`src/logic/pvsc_pkg.sv`:
```
// Shared constants, types and register map of the frame-sync and offset-trim register bank.
package pvsc_pkg;

    // ----------------------------------------------------------------
    // Register addresses and reset values
    // ----------------------------------------------------------------
    localparam logic [7:0] ADDR_SYNC_DELAY_LOW   = 8'h4F;
    localparam logic [7:0] ADDR_SYNC_DELAY_HIGH  = 8'h50;
    localparam logic [7:0] ADDR_FRAME_SYNC_CFG0  = 8'h53;
    localparam logic [7:0] ADDR_FRAME_SYNC_FREQ  = 8'h54;
    localparam logic [7:0] ADDR_FIRST_BURST_DLY  = 8'h56;
    localparam logic [7:0] ADDR_SECOND_BURST_DLY = 8'h57;
    localparam logic [7:0] ADDR_OFFSET_TRIM_CTRL = 8'h69;
    localparam logic [7:0] ADDR_OFFSET_LOW       = 8'hC7;
    localparam logic [7:0] ADDR_OFFSET_HIGH      = 8'hC8;

    localparam logic [14:0] RST_SYNC_DELAY       = 15'h0000;
    localparam logic [5:0]  RST_FRAME_RATE_CODE  = 6'h10;
    localparam logic [7:0]  RST_BURST_DELAY      = 8'h00;
    localparam logic [3:0]  CFG0_RESERVED_HIGH   = 4'h1;

    // ----------------------------------------------------------------
    // Field positions
    // ----------------------------------------------------------------
    localparam int CFG0_LL_BYPASS_BIT  = 3;
    localparam int CFG0_TRIM_MODE_LSB  = 0;
    localparam int TRIM_START_BIT      = 0;
    localparam int SYNC_HIGH_BITS      = 7;

    // ----------------------------------------------------------------
    // Frame rate conversion and timing
    // ----------------------------------------------------------------
    localparam logic [7:0] FREQ_BASE_HZ   = 8'h1C;
    localparam logic [7:0] FREQ_STEP_HZ   = 8'h02;
    localparam int CORE_CLK_MHZ           = 100;
    localparam int TRIM_STEP_NS           = 1000;
    localparam int TRIM_STEP_CYCLES       = (TRIM_STEP_NS * CORE_CLK_MHZ + 999) / 1000;
    localparam int OFFSET_BITS            = 9;

    // ----------------------------------------------------------------
    // Types
    // ----------------------------------------------------------------
    typedef enum logic [1:0] {
        PVSC_OSC_NONE   = 2'h0,
        PVSC_OSC_SINGLE = 2'h1,
        PVSC_OSC_ALWAYS = 2'h2,
        PVSC_OSC_RSVD   = 2'h3
    } pvsc_osc_mode_t;

    typedef enum logic [1:0] {
        PVSC_TRIM_IDLE   = 2'b00,
        PVSC_TRIM_SETTLE = 2'b01,
        PVSC_TRIM_DECIDE = 2'b11,
        PVSC_TRIM_FINISH = 2'b10
    } pvsc_trim_state_t;

    typedef struct packed {
        logic       write;
        logic       read;
        logic [7:0] addr;
        logic [7:0] wrData;
    } pvsc_reg_req_t;

    typedef struct packed {
        logic       write;
        logic [7:0] low;
        logic [7:0] high;
    } pvsc_offset_wr_t;

endpackage

```
`src/logic/pvsc_trim_engine.sv`:
```
// Offset trim engine: binary search of the proximity offset against a comparator.
`timescale 1ns/1ps

module pvsc_trim_engine #(
    parameter int STEP_CYCLES = pvsc_pkg::TRIM_STEP_CYCLES
) (
    input  wire logic                      core_clk,
    input  wire logic                      rst,
    input  wire logic                      start,
    input  wire logic                      cmpHigh,
    output logic                           busy,
    output logic                           done,
    output logic [pvsc_pkg::OFFSET_BITS-1:0] trialOffset,
    output pvsc_pkg::pvsc_offset_wr_t      result
);
    import pvsc_pkg::*;

    // The settle timer is sixteen bits wide, so longer steps cannot be counted.
    if (STEP_CYCLES < 1 || STEP_CYCLES > 65535) begin : g_bad_step
        $error("STEP_CYCLES out of range");
    end

    typedef struct packed {
        pvsc_trim_state_t       st;
        logic [3:0]             bitIdx;
        logic [15:0]            timer;
        logic [OFFSET_BITS-1:0] trial;
        logic                   busy;
        logic                   done;
        pvsc_offset_wr_t        result;
    } pvsc_eng_state_t;

    pvsc_eng_state_t s;
    pvsc_eng_state_t next_s;

    // ----------------------------------------------------------------
    // Search sequencer
    // ----------------------------------------------------------------
    // A dropped start aborts in the settle or decide state without touching the result.
    always_comb begin
        next_s              = s;
        next_s.done         = 1'b0;
        next_s.result.write = 1'b0;
        case (s.st)
            PVSC_TRIM_IDLE: begin
                if (start) begin
                    next_s.st     = PVSC_TRIM_SETTLE;
                    next_s.bitIdx = 4'(OFFSET_BITS - 1);
                    next_s.trial  = {1'b1, {(OFFSET_BITS-1){1'b0}}};
                    next_s.timer  = 16'(STEP_CYCLES - 1);
                    next_s.busy   = 1'b1;
                end
            end
            PVSC_TRIM_SETTLE: begin
                if (s.timer == 16'h0000) begin
                    next_s.st = PVSC_TRIM_DECIDE;
                end else begin
                    next_s.timer = s.timer - 16'h0001;
                end
            end
            PVSC_TRIM_DECIDE: begin
                next_s.trial[s.bitIdx] = cmpHigh;
                if (s.bitIdx == 4'h0) begin
                    next_s.st            = PVSC_TRIM_FINISH;
                    next_s.busy          = 1'b0;
                    next_s.done          = 1'b1;
                    next_s.result.write  = 1'b1;
                    next_s.result.low    = next_s.trial[7:0];
                    next_s.result.high   = {7'h00, next_s.trial[8]};
                end else begin
                    next_s.bitIdx             = s.bitIdx - 4'h1;
                    next_s.trial[s.bitIdx-1]  = 1'b1;
                    next_s.timer              = 16'(STEP_CYCLES - 1);
                    next_s.st                 = PVSC_TRIM_SETTLE;
                end
            end
            PVSC_TRIM_FINISH: begin
                // Waits for the start bit to fall so a finished run never relaunches itself.
                if (!start) begin
                    next_s.st = PVSC_TRIM_IDLE;
                end
            end
            default: begin
                next_s.st = PVSC_TRIM_IDLE;
            end
        endcase
        if (!start && (s.st == PVSC_TRIM_SETTLE || s.st == PVSC_TRIM_DECIDE)) begin
            next_s.st           = PVSC_TRIM_IDLE;
            next_s.busy         = 1'b0;
            next_s.done         = 1'b0;
            next_s.result.write = 1'b0;
            next_s.result.low   = s.result.low;
            next_s.result.high  = s.result.high;
        end
    end

    always_ff @(posedge core_clk or posedge rst) begin
        if (rst) begin
            s <= '0;
        end else begin
            s <= next_s;
        end
    end

    assign busy        = s.busy;
    assign done        = s.done;
    assign trialOffset = s.trial;
    assign result      = s.result;

    // ----------------------------------------------------------------
    // Checks
    // ----------------------------------------------------------------
    property p_result_on_done;
        @(posedge core_clk) disable iff (rst)
        done |-> result.write && result.high[7:1] == 7'h00 && !busy;
    endproperty
    a_result_on_done: assert property (p_result_on_done)
        else $error("Offset result not written on completion.");

endmodule

```
`src/logic/pvsc_regs.sv`:
```
// Frame-sync configuration and offset-trim control register bank.
`timescale 1ns/1ps

// Summary of operation
// Frame rate is 28 Hz plus 2 Hz per code.
// Trim mode picks none, single, continuous, reserved.
// First burst start delay register, resets zero.
// Second burst start delay register, resets zero.
// Writing one to start bit launches trim.
// Trim writes offset result to C7 and C8.
// Done flag rises when trim completes.
// Interrupt rises on completion only when enabled.
// Writing zero to start aborts trim immediately.
// Sync delay is fifteen bits over two addresses.
// Reserved bits read reset value, writes ignored.
module pvsc_regs (
    input  wire logic                      core_clk,
    input  wire logic                      rst,
    input  pvsc_pkg::pvsc_reg_req_t        regReq,
    output logic [7:0]                     regRdData,
    input  wire logic                      powerOnBit,
    input  wire logic                      oscTrimIdle,
    input  wire logic                      trimDoneInterruptEnable,
    input  wire logic                      trimDoneFlagClear,
    input  wire logic                      offsetCmpHigh,
    output logic [14:0]                    syncDelay,
    output logic                           frameRateLowLimitBypass,
    output logic [1:0]                     oscillatorTrimMode,
    output logic [5:0]                     frameRateCode,
    output logic [7:0]                     frameRateHz,
    output logic [7:0]                     firstBurstStartDelay,
    output logic [7:0]                     secondBurstStartDelay,
    output logic                           oscTrimRequest,
    output logic                           offsetTrimActive,
    output logic [pvsc_pkg::OFFSET_BITS-1:0] offsetTrial,
    output pvsc_pkg::pvsc_offset_wr_t      offsetResult,
    output logic                           offsetTrimDoneFlag,
    output logic                           trimDoneInterrupt
);
    import pvsc_pkg::*;

    typedef struct packed {
        logic [14:0] syncDelay;
        logic        llBypass;
        logic [1:0]  trimMode;
        logic [5:0]  frameRateCode;
        logic [7:0]  frameRateHz;
        logic [7:0]  firstDelay;
        logic [7:0]  secondDelay;
        logic        trimStart;
        logic        doneFlag;
        logic        doneIrq;
        logic [7:0]  rdData;
        logic        oscReq;
        logic        singleArmed;
        logic        powerOnMeta;
        logic        powerOnSync;
        logic        powerOnPrev;
        logic        cmpMeta;
        logic        cmpSync;
    } pvsc_regs_state_t;

    pvsc_regs_state_t s;
    pvsc_regs_state_t next_s;

    logic            engBusy;
    logic            engDone;
    logic [OFFSET_BITS-1:0] engTrial;
    pvsc_offset_wr_t engResult;

    logic wrHit;
    logic rdHit;
    assign wrHit = regReq.write;
    assign rdHit = regReq.read;

    // ----------------------------------------------------------------
    // Register file, trim control and oscillator trim requests
    // ----------------------------------------------------------------
    // Everything is written in one pass so that a hardware set and a host
    // clear in the same cycle resolve in a single, visible priority order.
    always_comb begin
        next_s = s;
        // Front-end comparator and power-on bit arrive from other logic domains.
        next_s.cmpMeta     = offsetCmpHigh;
        next_s.cmpSync     = s.cmpMeta;
        next_s.powerOnMeta = powerOnBit;
        next_s.powerOnSync = s.powerOnMeta;
        next_s.powerOnPrev = s.powerOnSync;

        if (wrHit) begin
            case (regReq.addr)
                ADDR_SYNC_DELAY_LOW: begin
                    next_s.syncDelay[7:0] = regReq.wrData;
                end
                ADDR_SYNC_DELAY_HIGH: begin
                    next_s.syncDelay[14:8] = regReq.wrData[SYNC_HIGH_BITS-1:0];
                end
                ADDR_FRAME_SYNC_CFG0: begin
                    next_s.llBypass = regReq.wrData[CFG0_LL_BYPASS_BIT];
                    next_s.trimMode = regReq.wrData[CFG0_TRIM_MODE_LSB +: 2];
                end
                ADDR_FRAME_SYNC_FREQ: begin
                    next_s.frameRateCode = regReq.wrData[5:0];
                end
                ADDR_FIRST_BURST_DLY: begin
                    next_s.firstDelay = regReq.wrData;
                end
                ADDR_SECOND_BURST_DLY: begin
                    next_s.secondDelay = regReq.wrData;
                end
                ADDR_OFFSET_TRIM_CTRL: begin
                    // A zero here aborts a run in progress; a one launches a new run.
                    next_s.trimStart = regReq.wrData[TRIM_START_BIT];
                end
                default: begin
                    next_s.trimStart = s.trimStart;
                end
            endcase
        end

        // Start bit self-clears once the engine reports completion.
        if (engDone) begin
            next_s.trimStart = 1'b0;
        end

        // Frame rate in hertz is registered together with the code it follows.
        next_s.frameRateHz = FREQ_BASE_HZ + FREQ_STEP_HZ * {2'b00, next_s.frameRateCode};

        // Done flag: a fresh start or an outside clear drops it; completion wins over both.
        if (trimDoneFlagClear || (wrHit && regReq.addr == ADDR_OFFSET_TRIM_CTRL
                && regReq.wrData[TRIM_START_BIT])) begin
            next_s.doneFlag = 1'b0;
        end
        if (engDone) begin
            next_s.doneFlag = 1'b1;
        end
        next_s.doneIrq = next_s.doneFlag && trimDoneInterruptEnable;

        // Oscillator trim: single shot after power-on rises, or whenever the oscillator is free.
        if (s.powerOnSync && !s.powerOnPrev) begin
            next_s.singleArmed = 1'b1;
        end
        case (pvsc_osc_mode_t'(s.trimMode))
            PVSC_OSC_SINGLE: begin
                next_s.oscReq = s.singleArmed;
                if (s.singleArmed) begin
                    next_s.singleArmed = 1'b0;
                end
            end
            PVSC_OSC_ALWAYS: begin
                next_s.oscReq = oscTrimIdle;
            end
            default: begin
                // Reserved mode behaves as no calibration so a bad write stays harmless.
                next_s.oscReq = 1'b0;
            end
        endcase

        // Read path, one cycle of latency; unmapped addresses read zero.
        if (rdHit) begin
            case (regReq.addr)
                ADDR_SYNC_DELAY_LOW:   next_s.rdData = s.syncDelay[7:0];
                ADDR_SYNC_DELAY_HIGH:  next_s.rdData = {1'b0, s.syncDelay[14:8]};
                ADDR_FRAME_SYNC_CFG0:  next_s.rdData = {CFG0_RESERVED_HIGH, s.llBypass,
                                                        1'b0, s.trimMode};
                ADDR_FRAME_SYNC_FREQ:  next_s.rdData = {2'b00, s.frameRateCode};
                ADDR_FIRST_BURST_DLY:  next_s.rdData = s.firstDelay;
                ADDR_SECOND_BURST_DLY: next_s.rdData = s.secondDelay;
                ADDR_OFFSET_TRIM_CTRL: next_s.rdData = {7'h00, s.trimStart};
                default:               next_s.rdData = 8'h00;
            endcase
        end
    end

    always_ff @(posedge core_clk or posedge rst) begin
        if (rst) begin
            s               <= '0;
            s.frameRateCode <= RST_FRAME_RATE_CODE;
            s.frameRateHz   <= FREQ_BASE_HZ + FREQ_STEP_HZ * {2'b00, RST_FRAME_RATE_CODE};
            s.firstDelay    <= RST_BURST_DELAY;
            s.secondDelay   <= RST_BURST_DELAY;
            s.syncDelay     <= RST_SYNC_DELAY;
        end else begin
            s <= next_s;
        end
    end

    // ----------------------------------------------------------------
    // Offset trim engine
    // ----------------------------------------------------------------
    pvsc_trim_engine u_engine (
        .core_clk    (core_clk),
        .rst         (rst),
        .start       (s.trimStart),
        .cmpHigh     (s.cmpSync),
        .busy        (engBusy),
        .done        (engDone),
        .trialOffset (engTrial),
        .result      (engResult)
    );

    assign regRdData               = s.rdData;
    assign syncDelay               = s.syncDelay;
    assign frameRateLowLimitBypass = s.llBypass;
    assign oscillatorTrimMode      = s.trimMode;
    assign frameRateCode           = s.frameRateCode;
    assign frameRateHz             = s.frameRateHz;
    assign firstBurstStartDelay    = s.firstDelay;
    assign secondBurstStartDelay   = s.secondDelay;
    assign oscTrimRequest          = s.oscReq;
    assign offsetTrimActive        = engBusy;
    assign offsetTrial             = engTrial;
    assign offsetResult            = engResult;
    assign offsetTrimDoneFlag      = s.doneFlag;
    assign trimDoneInterrupt       = s.doneIrq;

    // ----------------------------------------------------------------
    // Checks
    // ----------------------------------------------------------------
    property p_freq;
        @(posedge core_clk) disable iff (rst)
        frameRateHz == 8'(8'd28 + 8'd2 * {2'b00, frameRateCode});
    endproperty
    a_freq: assert property (p_freq)
        else $error("Frame rate does not follow the code.");

    property p_osc_single;
        @(posedge core_clk) disable iff (rst)
        (oscillatorTrimMode == 2'h1 && s.singleArmed) |=> oscTrimRequest ##1 !oscTrimRequest;
    endproperty
    a_osc_single: assert property (p_osc_single)
        else $error("Single oscillator trim request is not one cycle.");

    property p_first_delay;
        @(posedge core_clk) disable iff (rst)
        (regReq.write && regReq.addr == 8'h56) |=> firstBurstStartDelay == $past(regReq.wrData);
    endproperty
    a_first_delay: assert property (p_first_delay)
        else $error("First burst delay not stored.");

    property p_second_delay;
        @(posedge core_clk) disable iff (rst)
        (regReq.write && regReq.addr == 8'h57) |=> secondBurstStartDelay == $past(regReq.wrData);
    endproperty
    a_second_delay: assert property (p_second_delay)
        else $error("Second burst delay not stored.");

    property p_launch;
        @(posedge core_clk) disable iff (rst)
        (regReq.write && regReq.addr == 8'h69 && regReq.wrData[0] && !offsetTrimActive
            && !s.trimStart) |=> ##1 offsetTrimActive;
    endproperty
    a_launch: assert property (p_launch)
        else $error("Trim did not start two cycles after the start write.");

    property p_abort;
        @(posedge core_clk) disable iff (rst)
        (regReq.write && regReq.addr == 8'h69 && !regReq.wrData[0]) |=>
            !s.trimStart ##1 (!offsetTrimActive && !offsetResult.write)[*2];
    endproperty
    a_abort: assert property (p_abort)
        else $error("Trim kept running after an abort.");

    property p_done_flag;
        @(posedge core_clk) disable iff (rst)
        offsetResult.write |=> offsetTrimDoneFlag && !s.trimStart;
    endproperty
    a_done_flag: assert property (p_done_flag)
        else $error("Done flag missing after completion.");

    property p_irq_gate;
        @(posedge core_clk) disable iff (rst)
        trimDoneInterrupt |-> offsetTrimDoneFlag && $past(trimDoneInterruptEnable);
    endproperty
    a_irq_gate: assert property (p_irq_gate)
        else $error("Interrupt raised while disabled.");

    property p_sync_high;
        @(posedge core_clk) disable iff (rst)
        (regReq.write && regReq.addr == 8'h50) |=>
            syncDelay[14:8] == $past(regReq.wrData[6:0]) && $stable(syncDelay[7:0]);
    endproperty
    a_sync_high: assert property (p_sync_high)
        else $error("Upper sync delay bits not stored.");

    property p_reserved;
        @(posedge core_clk) disable iff (rst)
        (regReq.read && regReq.addr == 8'h53) |=> regRdData[7:4] == 4'h1 && !regRdData[2];
    endproperty
    a_reserved: assert property (p_reserved)
        else $error("Reserved bits read wrong value.");

endmodule

```
`config.mk`:
```
export PLATFORM = sky130hd
export DESIGN_NAME = pvsc_regs
export DESIGN_NICKNAME = d
export VERILOG_FILES = /design/src/logic/pvsc_pkg.sv /design/src/logic/pvsc_trim_engine.sv /design/src/logic/pvsc_regs.sv
export SDC_FILE = /design/constraint.sdc
export NUM_CORES = 1
export LEC_CHECK = 0
export ABC_AREA = 1
export BUFFER_PORTS_ARGS = -buffer_cell sky130_fd_sc_hd__buf_2
export CAP_MARGIN = 20
export CORE_AREA = 2 2 145 147
export CTS_CLUSTER_SIZE = 28
export DETAILED_ROUTE_END_ITERATION = 7
export DIE_AREA = 0 0 147 149
export SLEW_MARGIN = 20
export SYNTH_ARGS = -nofsm -noshare
export SYNTH_HDL_FRONTEND = slang
export SYNTH_SLANG_ARGS = --single-unit
```
`constraint.sdc`:
```
create_clock -name core_clk -period 3.75 [get_ports core_clk]
set_input_delay 0.5625 -clock core_clk [delete_from_list [all_inputs] [get_ports core_clk]]
set_output_delay 0.5625 -clock core_clk [all_outputs]
set_load 0.05 [all_outputs]
```
======== Word level (Yosys, flattened, before mapping) ========
Cells that the tools add are included.
storage, ports and cells
  bits in registers ....................... 109
  bits of input ports ..................... 25
  output and inout port bits .............. 86
  logic and storage cells ................. 119
cells by class
  muxes and demuxes ....................... 31
  order comparisons ....................... 4
  bitwise logic cells ..................... 2
  reduce and logical (&&, ||, !) cells .... 31
  add/subtract/negate cells ............... 4
  equal/unequal tests ..................... 19
operators with widths
  kind                                                                                  number
  8-bit by 7-bit equality test with 1-bit output, second input constant                 7
  8-bit case mux with 7 select lines                                                    1
  16-bit case mux with 3 select lines                                                   1
  19-bit 2-to-1 mux                                                                     2
  32-bit by 1-bit greater-or-equal comparator with 1-bit output, second input constant  1
  32-bit by 5-bit less-than comparator with 1-bit output, second input constant         1
  32-bit 2-to-1 mux                                                                     1
  29-bit 2-to-1 mux                                                                     1
  10-bit case mux with 2 select lines                                                   1
  18-bit 2-to-1 mux                                                                     1
  16-bit logical NOT                                                                    1
  16-bit 2-to-1 mux                                                                     1
  16-bit by 1-bit subtractor with 16-bit output, second input constant                  1
  2-bit AND reduction                                                                   7
  6-bit 2-to-1 mux                                                                      2
  3-bit by 2-bit != test with 1-bit output, second input constant                       4
  3-bit AND reduction                                                                   4
  1-bit 2-to-1 mux                                                                      10
  9-bit bitwise mux                                                                     1
  9-bit bitwise OR                                                                      1
  5-bit by 7-bit adder with 8-bit output, first input constant                          1
  1-bit demux with 4-bit select                                                         2
  2-bit 2-to-1 mux                                                                      4
  2-bit case mux with 4 select lines                                                    1
  18 further kinds                                                                      34

======== Depth between registers and ports, before layout ========
  depth in word-level cells ............... 9
  depth in mapped cells ................... 13
  depth with buffers taken out ............ 11

======== By module ========
Synthesis repeated with hierarchy kept, for this count alone.
second synthesis, totals
  cell total of the unflattened synthesis .. 759
  area total of the unflattened synthesis .. 5,997.0 um^2
by module, submodules not included
  module            cells an instance  area each (um^2)  seq. area each (um^2)  instances
  pvsc_regs         405                3,420.8           1,607.8                1
  pvsc_trim_engine  354                2,576.2           1,051.0                1

======== Worst setup path after synthesis ========
No wires, ideal clock.
  path kind ............................... input to register
  from .................................... input regReq[15] (netlist bit)
  to ...................................... register, netlist name frameRateHz[6]
  setup time .............................. 0.117 ns
  path buffers ............................ 2
  arrival ................................. 1.759 ns
  cell stages on the path ................. 13
  setup slack ............................. 1.875 ns
  path through ............................ inv_1 nand2_1 nor2_1 buf_4 nand3_1 buf_4 nand2_1 nand2_1 ha_1 nand2_1 nand2_1 nand2_1 nand2_1
RTL lines
  item         RTL line         RTL
  from (decl)  pvsc_regs.sv:19  input pvsc_pkg::pvsc_reg_req_t regReq,

==> results.md <==
* Switch Pwr at ~1.8 mW
* Slew Viols, Final at 0
* Sw Ratio at 0.436
* Clk buf depth at 2
* CP startpoint kind: input pin
* Synth Register Bits at 106
* DRC at 0
* GR Overflow Total at 0
* Top post-synthesis cells by area: dfrtp_1, nand2_1, buf_4
* Postcts setup bufs at 0
* Chip height at 149 um
* Area grow syn2layout at 8.24%
* Largest net degree at the start of global routing at about 40
* Site row count at 53
* Die width at 147 um
* Int Power at between 2 and 2.5 mW
* CTS HTree Levels at 3
* Port Buf Inserts at 102
* Comb pwr share at 0.407
* Register share of total power at 0.361
* Largest stage delay, worst path at between 300 and 400 ps
* Worst path arrival time at 2370 ps
* Synthesized area per cell at about 7.7 um2
* Maxcap violations at 0
* DP Wirelength at 11.2 mm
* WL/cell at 13.7 um
* Most frequent cells after synthesis: nand2_1, dfrtp_1, buf_4
* Status: finished clean
* Worst Clk Skew at between 10 and 15 ps
* Final period util at 0.566
* Top_reg_cell synth: dfrtp_1
* Final hold viol count at 0
* Layout cells sized above 1 at 0.191
* Crit path to: frameRateHz[6]$_DFF_PP0_
* Clock tree sinks at 106
* First-pass DRT Iterations at 5
* Final setup viols at 0
* Vias at 4867
* HP Class: in -> async
* Critical Path RT at 4000 ps
* Worst Tran Pin Value at slightly above 800 ps
* Mapped Cells at roughly 800
* Core region area at ~21000 um2
* Tot GR Track Use at 0.140
* Ys async rst share at 1.00
* Peak supply drop at about 0.32 mV
* Die Area at 21900 um2
* R2R Path Start: u_engine.s[49]$_DFFE_PP0P_
* CP Capture Type: flop
* CTS buffer count at 9
* Nets at between 800 and 900
* Pwr dens at 632 nW/um2
* Register-to-register setup slack at 1690 ps
* Clk network pwr share at 0.232
* Iter 0 DRT Violations at roughly 370
* Latest clock arrival within the worst-skew pair at roughly 360 ps
* Synth area leader: dfrtp_1
* ANT cells at 0
* CP max-delay cell: nand3_1
* Critical path origin: regReq[15]
* Final Instance Count excl. Fillers at 1087
* IO Pins at around 110
* Setup TNS at 0 ps
* Crit-path cells: buf_2, inv_1, nand2_1, nor2_2, buf_4, nand3_1, nand2_1, nand2_1, ha_1, nand2_1, nand2_1, nand2_1, nand2_1
* Most common cell in the netlist: nand2_1
* Crit Path Class: in -> reg
* Clock slew at reported path FFs at approximately 70 ps
* TritonCTS clock tree: yes
* Dpl cells at 1071
* Hold-fix buffers at CTS at 0
* Vias in the first global route at 4604
* First-pass GRT wire length at 24.1 mm
* Synthesis Warnings at 0
* Reg2reg end: u_engine.s[28]$_DFFE_PP0P_
* RSZ-0062 raised after global routing: false
* Crit path max fanout at 30
* Antenna violations before repair at 0
* CP most frequent cell: nand2_1
* Final ANT Viol Nets at 0
* Maximum clock rate at 0.471 GHz
* Final Power at 4.12 mW
* Vias per std cell at approximately 4.5
* Max-slew headroom at 0.459
* Distinct cells, synth at 39
* Top-area cell type share of the netlist area at 0.419
* Mapped Area at 6030 um2
* Leak pwr at 3.43 nW
* Reg2Reg Depth at 7
* Initial Util at 0.293
* Number of synthesized flops with an enable pin at 0
* Placer Congestion at 0.840
* Fin crit period at between 2000 and 2500 ps
* Post-cts sizing count at 0
* Sequential share of the synthesized area at 0.441
* Drt total wl at 14.9 mm
* CTS root buf: clkbuf_16
## critical path: cells and delay by family
kind	cells	cell delay, ps
simple gates	9	1100
buf+inv	3	420
fa+ha+maj	1	260
## cell usage in the layout (no fill, tap or decap), drive strengths merged
master / Yosys / final
nand3: 53 / 53
clkinv: 0 / 1
and2: 1 / 1
bufinv: 0 / 1
a21oi: 19 / 19
nand2: 236 / 236
o211ai: 1 / 1
or2: 2 / 2
dfrtp: 101 / 101
o21a: 1 / 1
nor2: 73 / 73
ha: 8 / 8
clkbuf: 5 / 12
a21boi: 1 / 1
a41oi: 1 / 1
nand4: 11 / 11
o21ai: 72 / 72
o22ai: 7 / 7
xnor2: 3 / 3
dfstp: 5 / 5
xor2: 1 / 1
nor3b: 2 / 2
o21bai: 1 / 1
conb: 1 / 8
buf: 92 / 107
inv: 76 / 78
nor3: 4 / 4
nand3b: 2 / 2
## final cells by class
class	count	area, um2
clock buffers	12	236
flip-flops and latches	106	2660
clock inverters	4	52.6
well taps	275	344
fillers	2242	14000
inverters	76	288
repair buffers	107	548
multi-input cells	507	2400
## power by group through the flow
stage | clock [mW] | sequential (mW) | combinational (mW)
floorplan | 0 | 1.49 | 1.47
global placement | 0 | 1.51 | 1.67
detailed placement | 0 | 1.51 | 1.69
CTS | 0.991 | 1.49 | 1.69
global route | 1.04 | 1.52 | 1.91
finish | 0.957 | 1.49 | 1.68
## kinds of logic after synthesis
logic type	Yosys count	share of synthesized area
AND/OR/NAND/NOR	384	0.275
buffers and inverters	173	0.166
flip-flops	106	0.441
AO/OA/AOI/OAI	103	0.0949
adder cells (fa/ha/maj)	8	0.0166
XOR/XNOR	4	0.00581
other	1	0.000622
## stage by stage
step / setup WS (ps) / hold WS (ps) / utilization / cell area (um2)
finish: 1630 / 249 / 0.317 / 6520
global route: 1340 / 281 / 0.317 / 6520
floorplan: 407 / 331 / - / 6050
global placement: 1340 / 337 / 0.303 / 6230
CTS: 1630 / 262 / 0.317 / 6520
detailed placement: 1280 / 342 / 0.303 / 6230
## flip-flops by register name, indices dropped and copies added (netlist names), 2 cells and up
signal and count:
secondBurstStartDelay 8, oscillatorTrimMode 2, regRdData 8, frameRateCode 6, u_engine.s 22, frameRateHz 6
firstBurstStartDelay 8, u_engine.trialOffset 9, syncDelay 15, next_s 3, s 4, u_engine.result 9
## worst min-delay path by stage
stage / startpoint / end / slack [ps]
6_report: rst / frameRateCode[0]$_DFFE_PP0P_ / 250
3_5_place_dp: next_s[3]$_DFF_PP0_ / next_s[2]$_DFF_PP0_ / 340
4_1_cts: rst / frameRateCode[1]$_DFF_PP0_ / 260
3_3_place_gp: next_s[3]$_DFF_PP0_ / next_s[2]$_DFF_PP0_ / 340
5_1_grt: rst / frameRateHz[7]$_DFF_PP0_ / 280
2_1_floorplan: next_s[3]$_DFF_PP0_ / next_s[2]$_DFF_PP0_ / 330
## metal layers
metal,vias up,track usage,wire (um)
li1,2447,-,-
met1,2293,0.182,6800
met2,117,0.238,7110
met3,10,0.0297,773
met4,0,0.0375,167
met5,-,0,0
(Power assumes the default switching activity.)
